==> config.mk <==
export PLATFORM = sky130hd
export DESIGN_NAME = vic_source_ctrl
export DESIGN_NICKNAME = d
export VERILOG_FILES = /design/src/hdl/vic_pkg.sv /design/src/hdl/vic_source_ctrl.sv
export SDC_FILE = /design/constraint.sdc
export NUM_CORES = 1
export LEC_CHECK = 0
export ABC_AREA = 1
export BUFFER_PORTS_ARGS = -buffer_cell sky130_fd_sc_hd__buf_2
export CAP_MARGIN = 30
export CORE_AREA = 2 2 599 601
export CTS_BUF_LIST = sky130_fd_sc_hd__clkbuf_16
export CTS_CLUSTER_DIAMETER = 60
export DETAILED_ROUTE_END_ITERATION = 8
export DIE_AREA = 0 0 601 603
export GPL_TIMING_DRIVEN = 0
export SKIP_CTS_REPAIR_TIMING = 1
export SYNTH_ARGS = -nofsm -noshare
export SYNTH_HDL_FRONTEND = slang
export SYNTH_SLANG_ARGS = --single-unit
==> constraint.sdc <==
create_clock -name ref_clk_in -period 38.3 [get_ports ref_clk_in]
set_clock_uncertainty 0.15 [all_clocks]
set_input_delay 5.745 -clock ref_clk_in [delete_from_list [all_inputs] [get_ports ref_clk_in]]
set_output_delay 5.745 -clock ref_clk_in [all_outputs]
set_load 0.005 [all_outputs]
==> src/hdl/vic_pkg.sv <==
// Package for the interrupt source front end: field layouts, reset values, types
package vic_pkg;
    localparam int unsigned NUM_SRC        = 32;
    localparam int unsigned SRC_ID_W       = 5;
    localparam int unsigned PRIO_W         = 3;
    localparam int unsigned TRIG_W         = 2;
    localparam int unsigned VEC_W          = 32;
    // Number of low sources wired to embedded peripherals (internal)
    localparam int unsigned NUM_INTERNAL   = 2;
    localparam logic [NUM_SRC-1:0] EXT_MASK_RST  = 32'h0000_0000;
    localparam logic [NUM_SRC-1:0] MASK_RST      = 32'h0000_0000;
    localparam logic [VEC_W-1:0]   VEC_RST       = 32'h0000_0000;
    localparam logic [SRC_ID_W-1:0] CUR_RST      = 5'h00;
    localparam logic [PRIO_W-1:0]   PRIO_RST     = 3'h0;

    // Trigger type field encodings
    typedef enum logic [TRIG_W-1:0] {
        VIC_TRIG_LEVEL_HIGH = 2'h0,
        VIC_TRIG_EDGE_RISE  = 2'h1,
        VIC_TRIG_LEVEL_LOW  = 2'h2,
        VIC_TRIG_EDGE_FALL  = 2'h3
    } vic_trig_t;

    // Source mode register image for one source
    typedef struct packed {
        vic_trig_t              trigger_type_field;
        logic [PRIO_W-1:0]      priority_level_field;
    } vic_mode_t;

    // Command strobes, bit n acts on source n
    typedef struct packed {
        logic [NUM_SRC-1:0] enable_cmd;
        logic [NUM_SRC-1:0] disable_cmd;
        logic [NUM_SRC-1:0] set_cmd;
        logic [NUM_SRC-1:0] clear_cmd;
    } vic_cmd_t;

    // Status image seen by software
    typedef struct packed {
        logic [NUM_SRC-1:0]  pending_state_reg;
        logic [NUM_SRC-1:0]  mask_state_reg;
        logic [SRC_ID_W-1:0] current_source_reg;
        logic [1:0]          core_line_status_reg;
    } vic_status_t;
endpackage

==> src/hdl/vic_source_ctrl.sv <==
// Per-source trigger, mask and current-source logic of the vectored interrupt controller
`timescale 1ns/10ps

//Contract
//- Internal sources support level and edge modes, no polarity choice.
//- External sources support high, low level and rising, falling edge.
//- Every source enabled or disabled by single command writes.
//- Mask register reads the resulting enable state of every source.
//- A disabled source never influences other sources.
//- Set and clear commands set and clear edge-mode stored interrupts.
//- Set and clear commands leave level-sensitive sources unchanged.
//- Detected edges are latched until cleared by command or vector read.
//- Normal vector read auto-clears the current source.
//- Auto-clear touches only the current source.
//- Fast-forced sources are not auto-cleared by a normal vector read.
//- Fast vector read auto-clears source 0.
//- Pending register shows real activity, masked or not.
//- Status register returns the current source number.
//- Core status shows both processor request line states.
//- Latency depends on trigger programming and internal or external; here internal and external sources share the same two-flop path.
//- Pin multiplexer routing adds no latency to external sources.
//- Thirty-two sources; 0 is fast input, 1 is system peripherals.
//- Each source carries priority 7 highest down to 0 lowest.
//- Ties in highest priority pick the lowest source number.
//- Normal vector read returns the current source's stored vector.
module vic_source_ctrl (
    input  wire logic                                  ref_clk_in,
    input  wire logic                                  srst_in,
    input  wire logic                                  clk_en_in,
    input  wire logic [vic_pkg::NUM_SRC-1:0]           irq_line_in,
    input  wire logic [vic_pkg::NUM_SRC-1:0]           external_src_in,
    input  wire vic_pkg::vic_mode_t [vic_pkg::NUM_SRC-1:0] source_mode_reg_in,
    input  wire logic [vic_pkg::NUM_SRC-1:0][vic_pkg::VEC_W-1:0] source_vector_reg_in,
    input  wire logic [vic_pkg::NUM_SRC-1:0]           fast_force_in,
    input  wire vic_pkg::vic_cmd_t                     cmd_in,
    input  wire logic                                  normal_vector_rd_in,
    input  wire logic                                  fast_vector_rd_in,
    output logic [vic_pkg::VEC_W-1:0]                  normal_vector_reg_out,
    output vic_pkg::vic_status_t                       status_out,
    output logic                                       normal_irq_out_n,
    output logic                                       fast_irq_out_n
);

    // Highest enabled pending source; lowest number wins ties
    function automatic logic [vic_pkg::SRC_ID_W:0] pick_src(
        input logic [vic_pkg::NUM_SRC-1:0]           act,
        input vic_pkg::vic_mode_t [vic_pkg::NUM_SRC-1:0] mode
    );
        logic [vic_pkg::SRC_ID_W-1:0] best;
        logic [vic_pkg::PRIO_W-1:0]   best_p;
        logic                         found;
        best   = vic_pkg::CUR_RST;
        best_p = vic_pkg::PRIO_RST;
        found  = 1'b0;
        for (int i = vic_pkg::NUM_SRC - 1; i >= 1; i--) begin
            if (act[i] && (!found || mode[i].priority_level_field >= best_p)) begin
                found  = 1'b1;
                best   = i[vic_pkg::SRC_ID_W-1:0];
                best_p = mode[i].priority_level_field;
            end
        end
        return {found, best};
    endfunction

    // Two-flop synchronisers for pin-side lines
    logic [vic_pkg::NUM_SRC-1:0] sync1;
    logic [vic_pkg::NUM_SRC-1:0] sync2;
    logic [vic_pkg::NUM_SRC-1:0] prev_line;
    logic [vic_pkg::NUM_SRC-1:0] edge_latch;
    logic [vic_pkg::NUM_SRC-1:0] mask;
    logic [vic_pkg::SRC_ID_W-1:0] current;
    logic [vic_pkg::NUM_SRC-1:0] pending;
    logic [vic_pkg::NUM_SRC-1:0] next_edge_latch;
    logic [vic_pkg::NUM_SRC-1:0] next_mask;
    logic [vic_pkg::SRC_ID_W-1:0] next_current;
    logic [vic_pkg::VEC_W-1:0]   next_vector;
    logic                        next_irq_n;
    logic                        next_fiq_n;
    logic [vic_pkg::NUM_SRC-1:0] is_edge;
    logic [vic_pkg::NUM_SRC-1:0] cond;
    logic [vic_pkg::NUM_SRC-1:0] normal_act;
    logic [vic_pkg::SRC_ID_W:0]  pick;

    always_comb begin
        for (int i = 0; i < vic_pkg::NUM_SRC; i++) begin
            is_edge[i] = source_mode_reg_in[i].trigger_type_field == vic_pkg::VIC_TRIG_EDGE_RISE
                      || source_mode_reg_in[i].trigger_type_field == vic_pkg::VIC_TRIG_EDGE_FALL;
            if (!external_src_in[i]) begin
                cond[i] = is_edge[i] ? (sync2[i] && !prev_line[i]) : sync2[i];
            end else begin
                unique case (source_mode_reg_in[i].trigger_type_field)
                    vic_pkg::VIC_TRIG_LEVEL_HIGH: cond[i] = sync2[i];
                    vic_pkg::VIC_TRIG_LEVEL_LOW:  cond[i] = !sync2[i];
                    vic_pkg::VIC_TRIG_EDGE_RISE:  cond[i] = sync2[i] && !prev_line[i];
                    vic_pkg::VIC_TRIG_EDGE_FALL:  cond[i] = !sync2[i] && prev_line[i];
                endcase
            end
            // pending shows activity regardless of mask
            pending[i] = is_edge[i] ? edge_latch[i] : cond[i];
        end
    end

    always_comb begin
        next_mask = (mask | cmd_in.enable_cmd) & ~cmd_in.disable_cmd;
        // masked and fast-forced sources excluded from normal arbitration
        normal_act = pending & mask & ~fast_force_in;
        pick = pick_src(normal_act, source_mode_reg_in);
        next_current = current;
        next_vector  = normal_vector_reg_out;
        if (normal_vector_rd_in) begin
            next_current = pick[vic_pkg::SRC_ID_W-1:0];
            next_vector = source_vector_reg_in[pick[vic_pkg::SRC_ID_W-1:0]];
        end
        next_edge_latch = edge_latch;
        for (int i = 0; i < vic_pkg::NUM_SRC; i++) begin
            if (!is_edge[i]) begin
                next_edge_latch[i] = 1'b0;
            end else begin
                if (normal_vector_rd_in && pick[vic_pkg::SRC_ID_W] && i == int'(pick[vic_pkg::SRC_ID_W-1:0])
                    && !fast_force_in[i]) begin
                    next_edge_latch[i] = 1'b0;
                end
                // fast vector read clears source 0
                if (fast_vector_rd_in && i == 0) begin
                    next_edge_latch[i] = 1'b0;
                end
                if (cmd_in.clear_cmd[i]) begin
                    next_edge_latch[i] = 1'b0;
                end
                // edge or set command wins over clear
                if (cond[i] || cmd_in.set_cmd[i]) begin
                    next_edge_latch[i] = 1'b1;
                end
            end
        end
        // source 0 and forced sources drive the fast line
        next_fiq_n = !(|(pending & mask & (fast_force_in | 32'h0000_0001)));
        next_irq_n = !(|(normal_act & 32'hffff_fffe));
    end

    always_ff @(posedge ref_clk_in) begin
        if (srst_in) begin
            sync1                 <= vic_pkg::EXT_MASK_RST;
            sync2                 <= vic_pkg::EXT_MASK_RST;
            prev_line             <= vic_pkg::EXT_MASK_RST;
            edge_latch            <= vic_pkg::EXT_MASK_RST;
            mask                  <= vic_pkg::MASK_RST;
            current               <= vic_pkg::CUR_RST;
            normal_vector_reg_out <= vic_pkg::VEC_RST;
            normal_irq_out_n      <= 1'b1;
            fast_irq_out_n        <= 1'b1;
            status_out            <= '0;
        end else if (clk_en_in) begin
            // fixed two-flop resync, no mux stage
            sync1                 <= irq_line_in;
            sync2                 <= sync1;
            prev_line             <= sync2;
            edge_latch            <= next_edge_latch;
            mask                  <= next_mask;
            current               <= next_current;
            normal_vector_reg_out <= next_vector;
            normal_irq_out_n      <= next_irq_n;
            fast_irq_out_n        <= next_fiq_n;
            status_out.pending_state_reg    <= pending;
            status_out.mask_state_reg       <= next_mask;
            status_out.current_source_reg   <= next_current;
            status_out.core_line_status_reg <= {!next_fiq_n, !next_irq_n};
        end
    end

    // Enable command is reflected in mask next cycle
    property p_enable_mask;
        @(posedge ref_clk_in) disable iff (srst_in)
        (clk_en_in && cmd_in.enable_cmd[2] && !cmd_in.disable_cmd[2]) |=> status_out.mask_state_reg[2];
    endproperty
    a_enable_mask: assert property (p_enable_mask) else $error("enable not in mask");

    property p_disable_mask;
        @(posedge ref_clk_in) disable iff (srst_in)
        (clk_en_in && cmd_in.disable_cmd[3]) |=> !status_out.mask_state_reg[3];
    endproperty
    a_disable_mask: assert property (p_disable_mask) else $error("disable not in mask");

    property p_set_edge;
        @(posedge ref_clk_in) disable iff (srst_in)
        (clk_en_in && cmd_in.set_cmd[4] && is_edge[4]) |=> edge_latch[4];
    endproperty
    a_set_edge: assert property (p_set_edge) else $error("set did not latch");

    property p_level_cmd;
        @(posedge ref_clk_in) disable iff (srst_in)
        (clk_en_in && !is_edge[5]) |=> !edge_latch[5];
    endproperty
    a_level_cmd: assert property (p_level_cmd) else $error("level source latched");

    property p_hold;
        @(posedge ref_clk_in) disable iff (srst_in)
        (clk_en_in && edge_latch[6] && is_edge[6] && !cmd_in.clear_cmd[6] && !normal_vector_rd_in)
            |=> edge_latch[6];
    endproperty
    a_hold: assert property (p_hold) else $error("edge latch lost");

    property p_fiq_clear;
        @(posedge ref_clk_in) disable iff (srst_in)
        (clk_en_in && fast_vector_rd_in && !cond[0] && !cmd_in.set_cmd[0]) |=> !edge_latch[0];
    endproperty
    a_fiq_clear: assert property (p_fiq_clear) else $error("source 0 not cleared");

    property p_current;
        @(posedge ref_clk_in) disable iff (srst_in)
        (clk_en_in && normal_vector_rd_in) |=> status_out.current_source_reg == $past(pick[vic_pkg::SRC_ID_W-1:0]);
    endproperty
    a_current: assert property (p_current) else $error("current number mismatch");

    property p_core;
        @(posedge ref_clk_in) disable iff (srst_in)
        clk_en_in |=> status_out.core_line_status_reg == {!fast_irq_out_n, !normal_irq_out_n};
    endproperty
    a_core: assert property (p_core) else $error("core status mismatch");

    property p_fast_line;
        @(posedge ref_clk_in) disable iff (srst_in)
        (clk_en_in && pending[0] && mask[0]) |=> !fast_irq_out_n && status_out.core_line_status_reg[1];
    endproperty
    a_fast_line: assert property (p_fast_line) else $error("source 0 not on fast line");

    property p_no_src0_normal;
        @(posedge ref_clk_in) disable iff (srst_in)
        (clk_en_in && normal_vector_rd_in && pick[vic_pkg::SRC_ID_W]) |=> status_out.current_source_reg != 5'h00;
    endproperty
    a_no_src0_normal: assert property (p_no_src0_normal) else $error("source 0 picked as normal");

    property p_masked_quiet;
        @(posedge ref_clk_in) disable iff (srst_in)
        (clk_en_in && (pending & mask & ~fast_force_in & 32'hffff_fffe) == 32'h0000_0000) |=> normal_irq_out_n;
    endproperty
    a_masked_quiet: assert property (p_masked_quiet) else $error("normal line raised by masked source");

    property p_autoclear;
        @(posedge ref_clk_in) disable iff (srst_in)
        (clk_en_in && normal_vector_rd_in && pick == 6'h27 && !cond[7] && !cmd_in.set_cmd[7]) |=> !edge_latch[7];
    endproperty
    a_autoclear: assert property (p_autoclear) else $error("current source not auto-cleared");

    property p_other_kept;
        @(posedge ref_clk_in) disable iff (srst_in)
        (clk_en_in && edge_latch[8] && is_edge[8] && !cmd_in.clear_cmd[8] && !(normal_vector_rd_in && pick == 6'h28))
            |=> edge_latch[8];
    endproperty
    a_other_kept: assert property (p_other_kept) else $error("non-current source cleared");

    property p_forced_kept;
        @(posedge ref_clk_in) disable iff (srst_in)
        (clk_en_in && edge_latch[9] && is_edge[9] && fast_force_in[9] && !cmd_in.clear_cmd[9]) |=> edge_latch[9];
    endproperty
    a_forced_kept: assert property (p_forced_kept) else $error("forced source auto-cleared");

    property p_pending_masked;
        @(posedge ref_clk_in) disable iff (srst_in)
        (clk_en_in && edge_latch[10] && is_edge[10] && !mask[10]) |=> status_out.pending_state_reg[10];
    endproperty
    a_pending_masked: assert property (p_pending_masked) else $error("masked source hidden in pending");

    property p_tie;
        @(posedge ref_clk_in) disable iff (srst_in)
        (clk_en_in && normal_vector_rd_in && normal_act[11] && normal_act[12]
            && source_mode_reg_in[11].priority_level_field == source_mode_reg_in[12].priority_level_field)
            |=> status_out.current_source_reg != 5'h0c;
    endproperty
    a_tie: assert property (p_tie) else $error("tie not won by lower number");

    property p_prio;
        @(posedge ref_clk_in) disable iff (srst_in)
        (clk_en_in && normal_vector_rd_in && normal_act[14]
            && source_mode_reg_in[13].priority_level_field < source_mode_reg_in[14].priority_level_field)
            |=> status_out.current_source_reg != 5'h0d;
    endproperty
    a_prio: assert property (p_prio) else $error("lower priority source picked");

    property p_vector;
        @(posedge ref_clk_in) disable iff (srst_in)
        (clk_en_in && normal_vector_rd_in && pick == 6'h2f)
            |=> normal_vector_reg_out == $past(source_vector_reg_in[15]);
    endproperty
    a_vector: assert property (p_vector) else $error("vector of current source wrong");

    property p_ext_low;
        @(posedge ref_clk_in) disable iff (srst_in)
        (clk_en_in && external_src_in[16] && !sync2[16]
            && source_mode_reg_in[16].trigger_type_field == vic_pkg::VIC_TRIG_LEVEL_LOW)
            |=> status_out.pending_state_reg[16];
    endproperty
    a_ext_low: assert property (p_ext_low) else $error("low level source not pending");

    property p_int_level;
        @(posedge ref_clk_in) disable iff (srst_in)
        (clk_en_in && !external_src_in[1] && sync2[1]
            && source_mode_reg_in[1].trigger_type_field == vic_pkg::VIC_TRIG_LEVEL_LOW)
            |=> status_out.pending_state_reg[1];
    endproperty
    a_int_level: assert property (p_int_level) else $error("internal level polarity applied");

    property p_cmd_zero;
        @(posedge ref_clk_in) disable iff (srst_in)
        (clk_en_in && !cmd_in.enable_cmd[18] && !cmd_in.disable_cmd[18])
            |=> status_out.mask_state_reg[18] == $past(mask[18]);
    endproperty
    a_cmd_zero: assert property (p_cmd_zero) else $error("zero command bit changed mask");
endmodule

==> key figures <==
Run status
  • Status: complete, no violations

Timing
  • Worst Tran Pin Value: 1.11 ns
  • Final Cycle Share: 95.3%
  • Slew headroom: 25.3%
  • Hold Vio Cnt, Final: 0
  • Highest clock rate: 27.4 MHz
  • Worst Slack Setup Final: 1.79 ns
  • Setup TNS Final: 0 ns
  • Pins Over Slew Limit: 0
  • Post-route minimum period: 36.51 ns
  • Final setup fails: 0

Hold path
  • WHS Path Cells: 2
  • Hold crit path type: flop to flop

Worst setup path
  • CP peak stage delay: 0.32 ns
  • CP Data Required Time: 38.72 ns
  • CP endpoint kind: flop
  • Setup Crit Path Kind: input port to flop
  • Arr. time, crit path: 36.94 ns
  • Slowest cell on crit path: nor2_2
  • Most used cell, CP: nand2_2
  • Worst setup SP type: input port
  • Max FO, Critical Path: 9
  • Depth of the most critical reg-to-reg path: 305

Job
  • Max-cap violations: 0

Global route
  • Initial antenna violation count: 398
  • GRT Util Overall: 20.7%
  • Via count of the first global-routing pass: 39700
  • Global-route wire length before repair: 472 mm
  • Total grt overflow: 0
  • Pin count of the biggest net entering global routing: 14

Floorplanning
  • Die W: 601 um
  • Initial Util: 7.70%
  • Area of the core: 355000 um2
  • Ports: 1518
  • # rows: 219
  • Die area: 362000 um2
  • Die Y: 603 um

Logic synthesis
  • Post-Synthesis Cells: 5071
  • Syn nets: 6551
  • Ys flop type: dfxtp_1
  • EDFF count, synth: 0
  • Mean post-synth cell area: 5.39 um2
  • Synth Cell Area: 27300 um2
  • Sequential area share after synthesis: 17.1%
  • Synth unique cells: 56
  • #FFs+latches synth: 233
  • Ys Warns: 0
  • Synth async-reset ratio: 0%

Drt
  • Initial DRC count: 4904
  • Detailed-route wire length: 394 mm
  • DRC: 0
  • WL per Instance: 33.5 um
  • DR vias/cell: 3.82
  • Post-DRT Antenna Nets: 0
  • DR pass1 iterations: 5
  • Detailed-route via count: 45000

Clock tree
  • Clk root buf: clkbuf_16
  • H-tree depth: 2
  • CTS clk-pin slew, worst paths: 0.06 ns
  • TritonCTS clock tree: yes
  • CTS Buf Count: 37
  • CTS Sinks: 233
  • Clock Path Buffers: 3
  • Clock latency on the worst-skew pair: 0.63 ns

Cells and area
  • Final core utilization: 13.0%
  • Area of the multi-input gates: 20400 um2
  • Layout area overhead: 68.9%
  • Commonest non-fill, non-tap cells in the layout: nand2_1 (2300), buf_2 (1547), nand3_1 (450), inv_1 (326), nor2_1 (246)
  • Layout cell share with drive strength beyond 1: 35.7%
  • FILL cells: 42200
  • Reg area: 4660 um2
  • Fin nets: 8254
  • Commonest non-fill, non-tap cell in the layout: nand2_1

Placement
  • Gpl congestion: 1.06
  • Post-detail-place hpwl: 346 mm
  • Dpl ws: -5.74 ns
  • IO Port Bufs: 1512

Power
  • PD cells: 40.5 nW/um2
  • Leakage power: 23.7 nW
  • Peak supply drop: 0.0282 mV
worst max-delay path: cells and delay by family:
family | cells | cell delay (ns)
AO/OA/AOI/OAI | 66 | 6.98
buffers and inverters | 57 | 4.21
AND/OR/NAND/NOR | 155 | 12.20
adder cells (fa/ha/maj) | 30 | 7.58
sequential cells by signal, summed over array words and instances, names as in the netlist:
register and flops:
current 5, fast_irq_out_n 1, status_out 34, normal_vector_reg_out 32, prev_line 32, normal_irq_out_n 1
mask 32, sync2 32, edge_latch 32, sync1 32
kinds of logic after synthesis:
logic type	after synthesis	synth area share, %
and+or+nand+nor	3445	52.3
buffers and inverters	658	13.9
AOI/OAI and AO/OA	654	13.2
DFF	233	17.1
adders and majority gates	67	3.07
muxes	14	0.512
final cells by class:
class,instances,area share (%)
multi-input combinational,4181,44.2
timing repair buffer,1663,19.7
tap,4751,12.9
sequential,233,10.1
buffer,299,6.16
inverter,359,2.98
clock buffer,37,2.00
antenna,219,1.19
clock inverter,30,0.761
power breakdown:
group | leakage [nW] | internal [W] | switching, W
Sequential | 1.92 | 0.000261 | 0.0000112
Clock | 0.633 | 0.000210 | 0.000157
Combinational | 21.1 | 0.000355 | 0.000878
cell usage after synthesis (46+ instances only):
library cell / count / area (um2)
nand2_2: 88 / 551
buf_6: 80 / 901
ha_1: 67 / 838
nor2_1: 273 / 1020
inv_1: 330 / 1240
dfxtp_1: 233 / 4660
nand4_1: 46 / 288
buf_4: 64 / 480
nand2_1: 2450 / 9200
o21ai_0: 278 / 1390
clkbuf_1: 51 / 191
nand3_1: 470 / 2350
a21oi_1: 215 / 1080
per-stage QoR:
stage	power (W)	cell area, um2	hold WS, ns	instances
after floorplan	0.000762	27400	0.290	5071
after global placement	0.00140	40900	0.300	11300
after detailed placement	0.00141	41400	0.304	11400
after CTS	0.00179	42700	0.313	11400
after global routing	0.00196	46000	0.337	11700
final	0.00187	46200	0.309	11800
metal layers:
| metal | routed length, um | GRT usage, % | vias up |
|---|---|---|---|
| li1 | - | - | 19900 |
| met1 | 144000 | 22.7 | 20900 |
| met2 | 189000 | 35.4 | 3004 |
| met3 | 36400 | 6.80 | 1024 |
| met4 | 23200 | 10.5 | 158 |
| met5 | 1010 | 0 | - |
path summary, 6_finish.rpt:
kind / slack (ns) / end / startpoint
setup / recovery: 1.79 / normal_vector_reg_out[0] / source_mode_reg_in[159]
hold / removal: 0.31 / status_out[0] / status_out[0]
setup reg to reg: 6.70 / normal_vector_reg_out[0] / sync2[31]
hold reg to reg: 0.31 / status_out[0] / status_out[0]
Note: power is estimated with default switching activity, not from simulation.
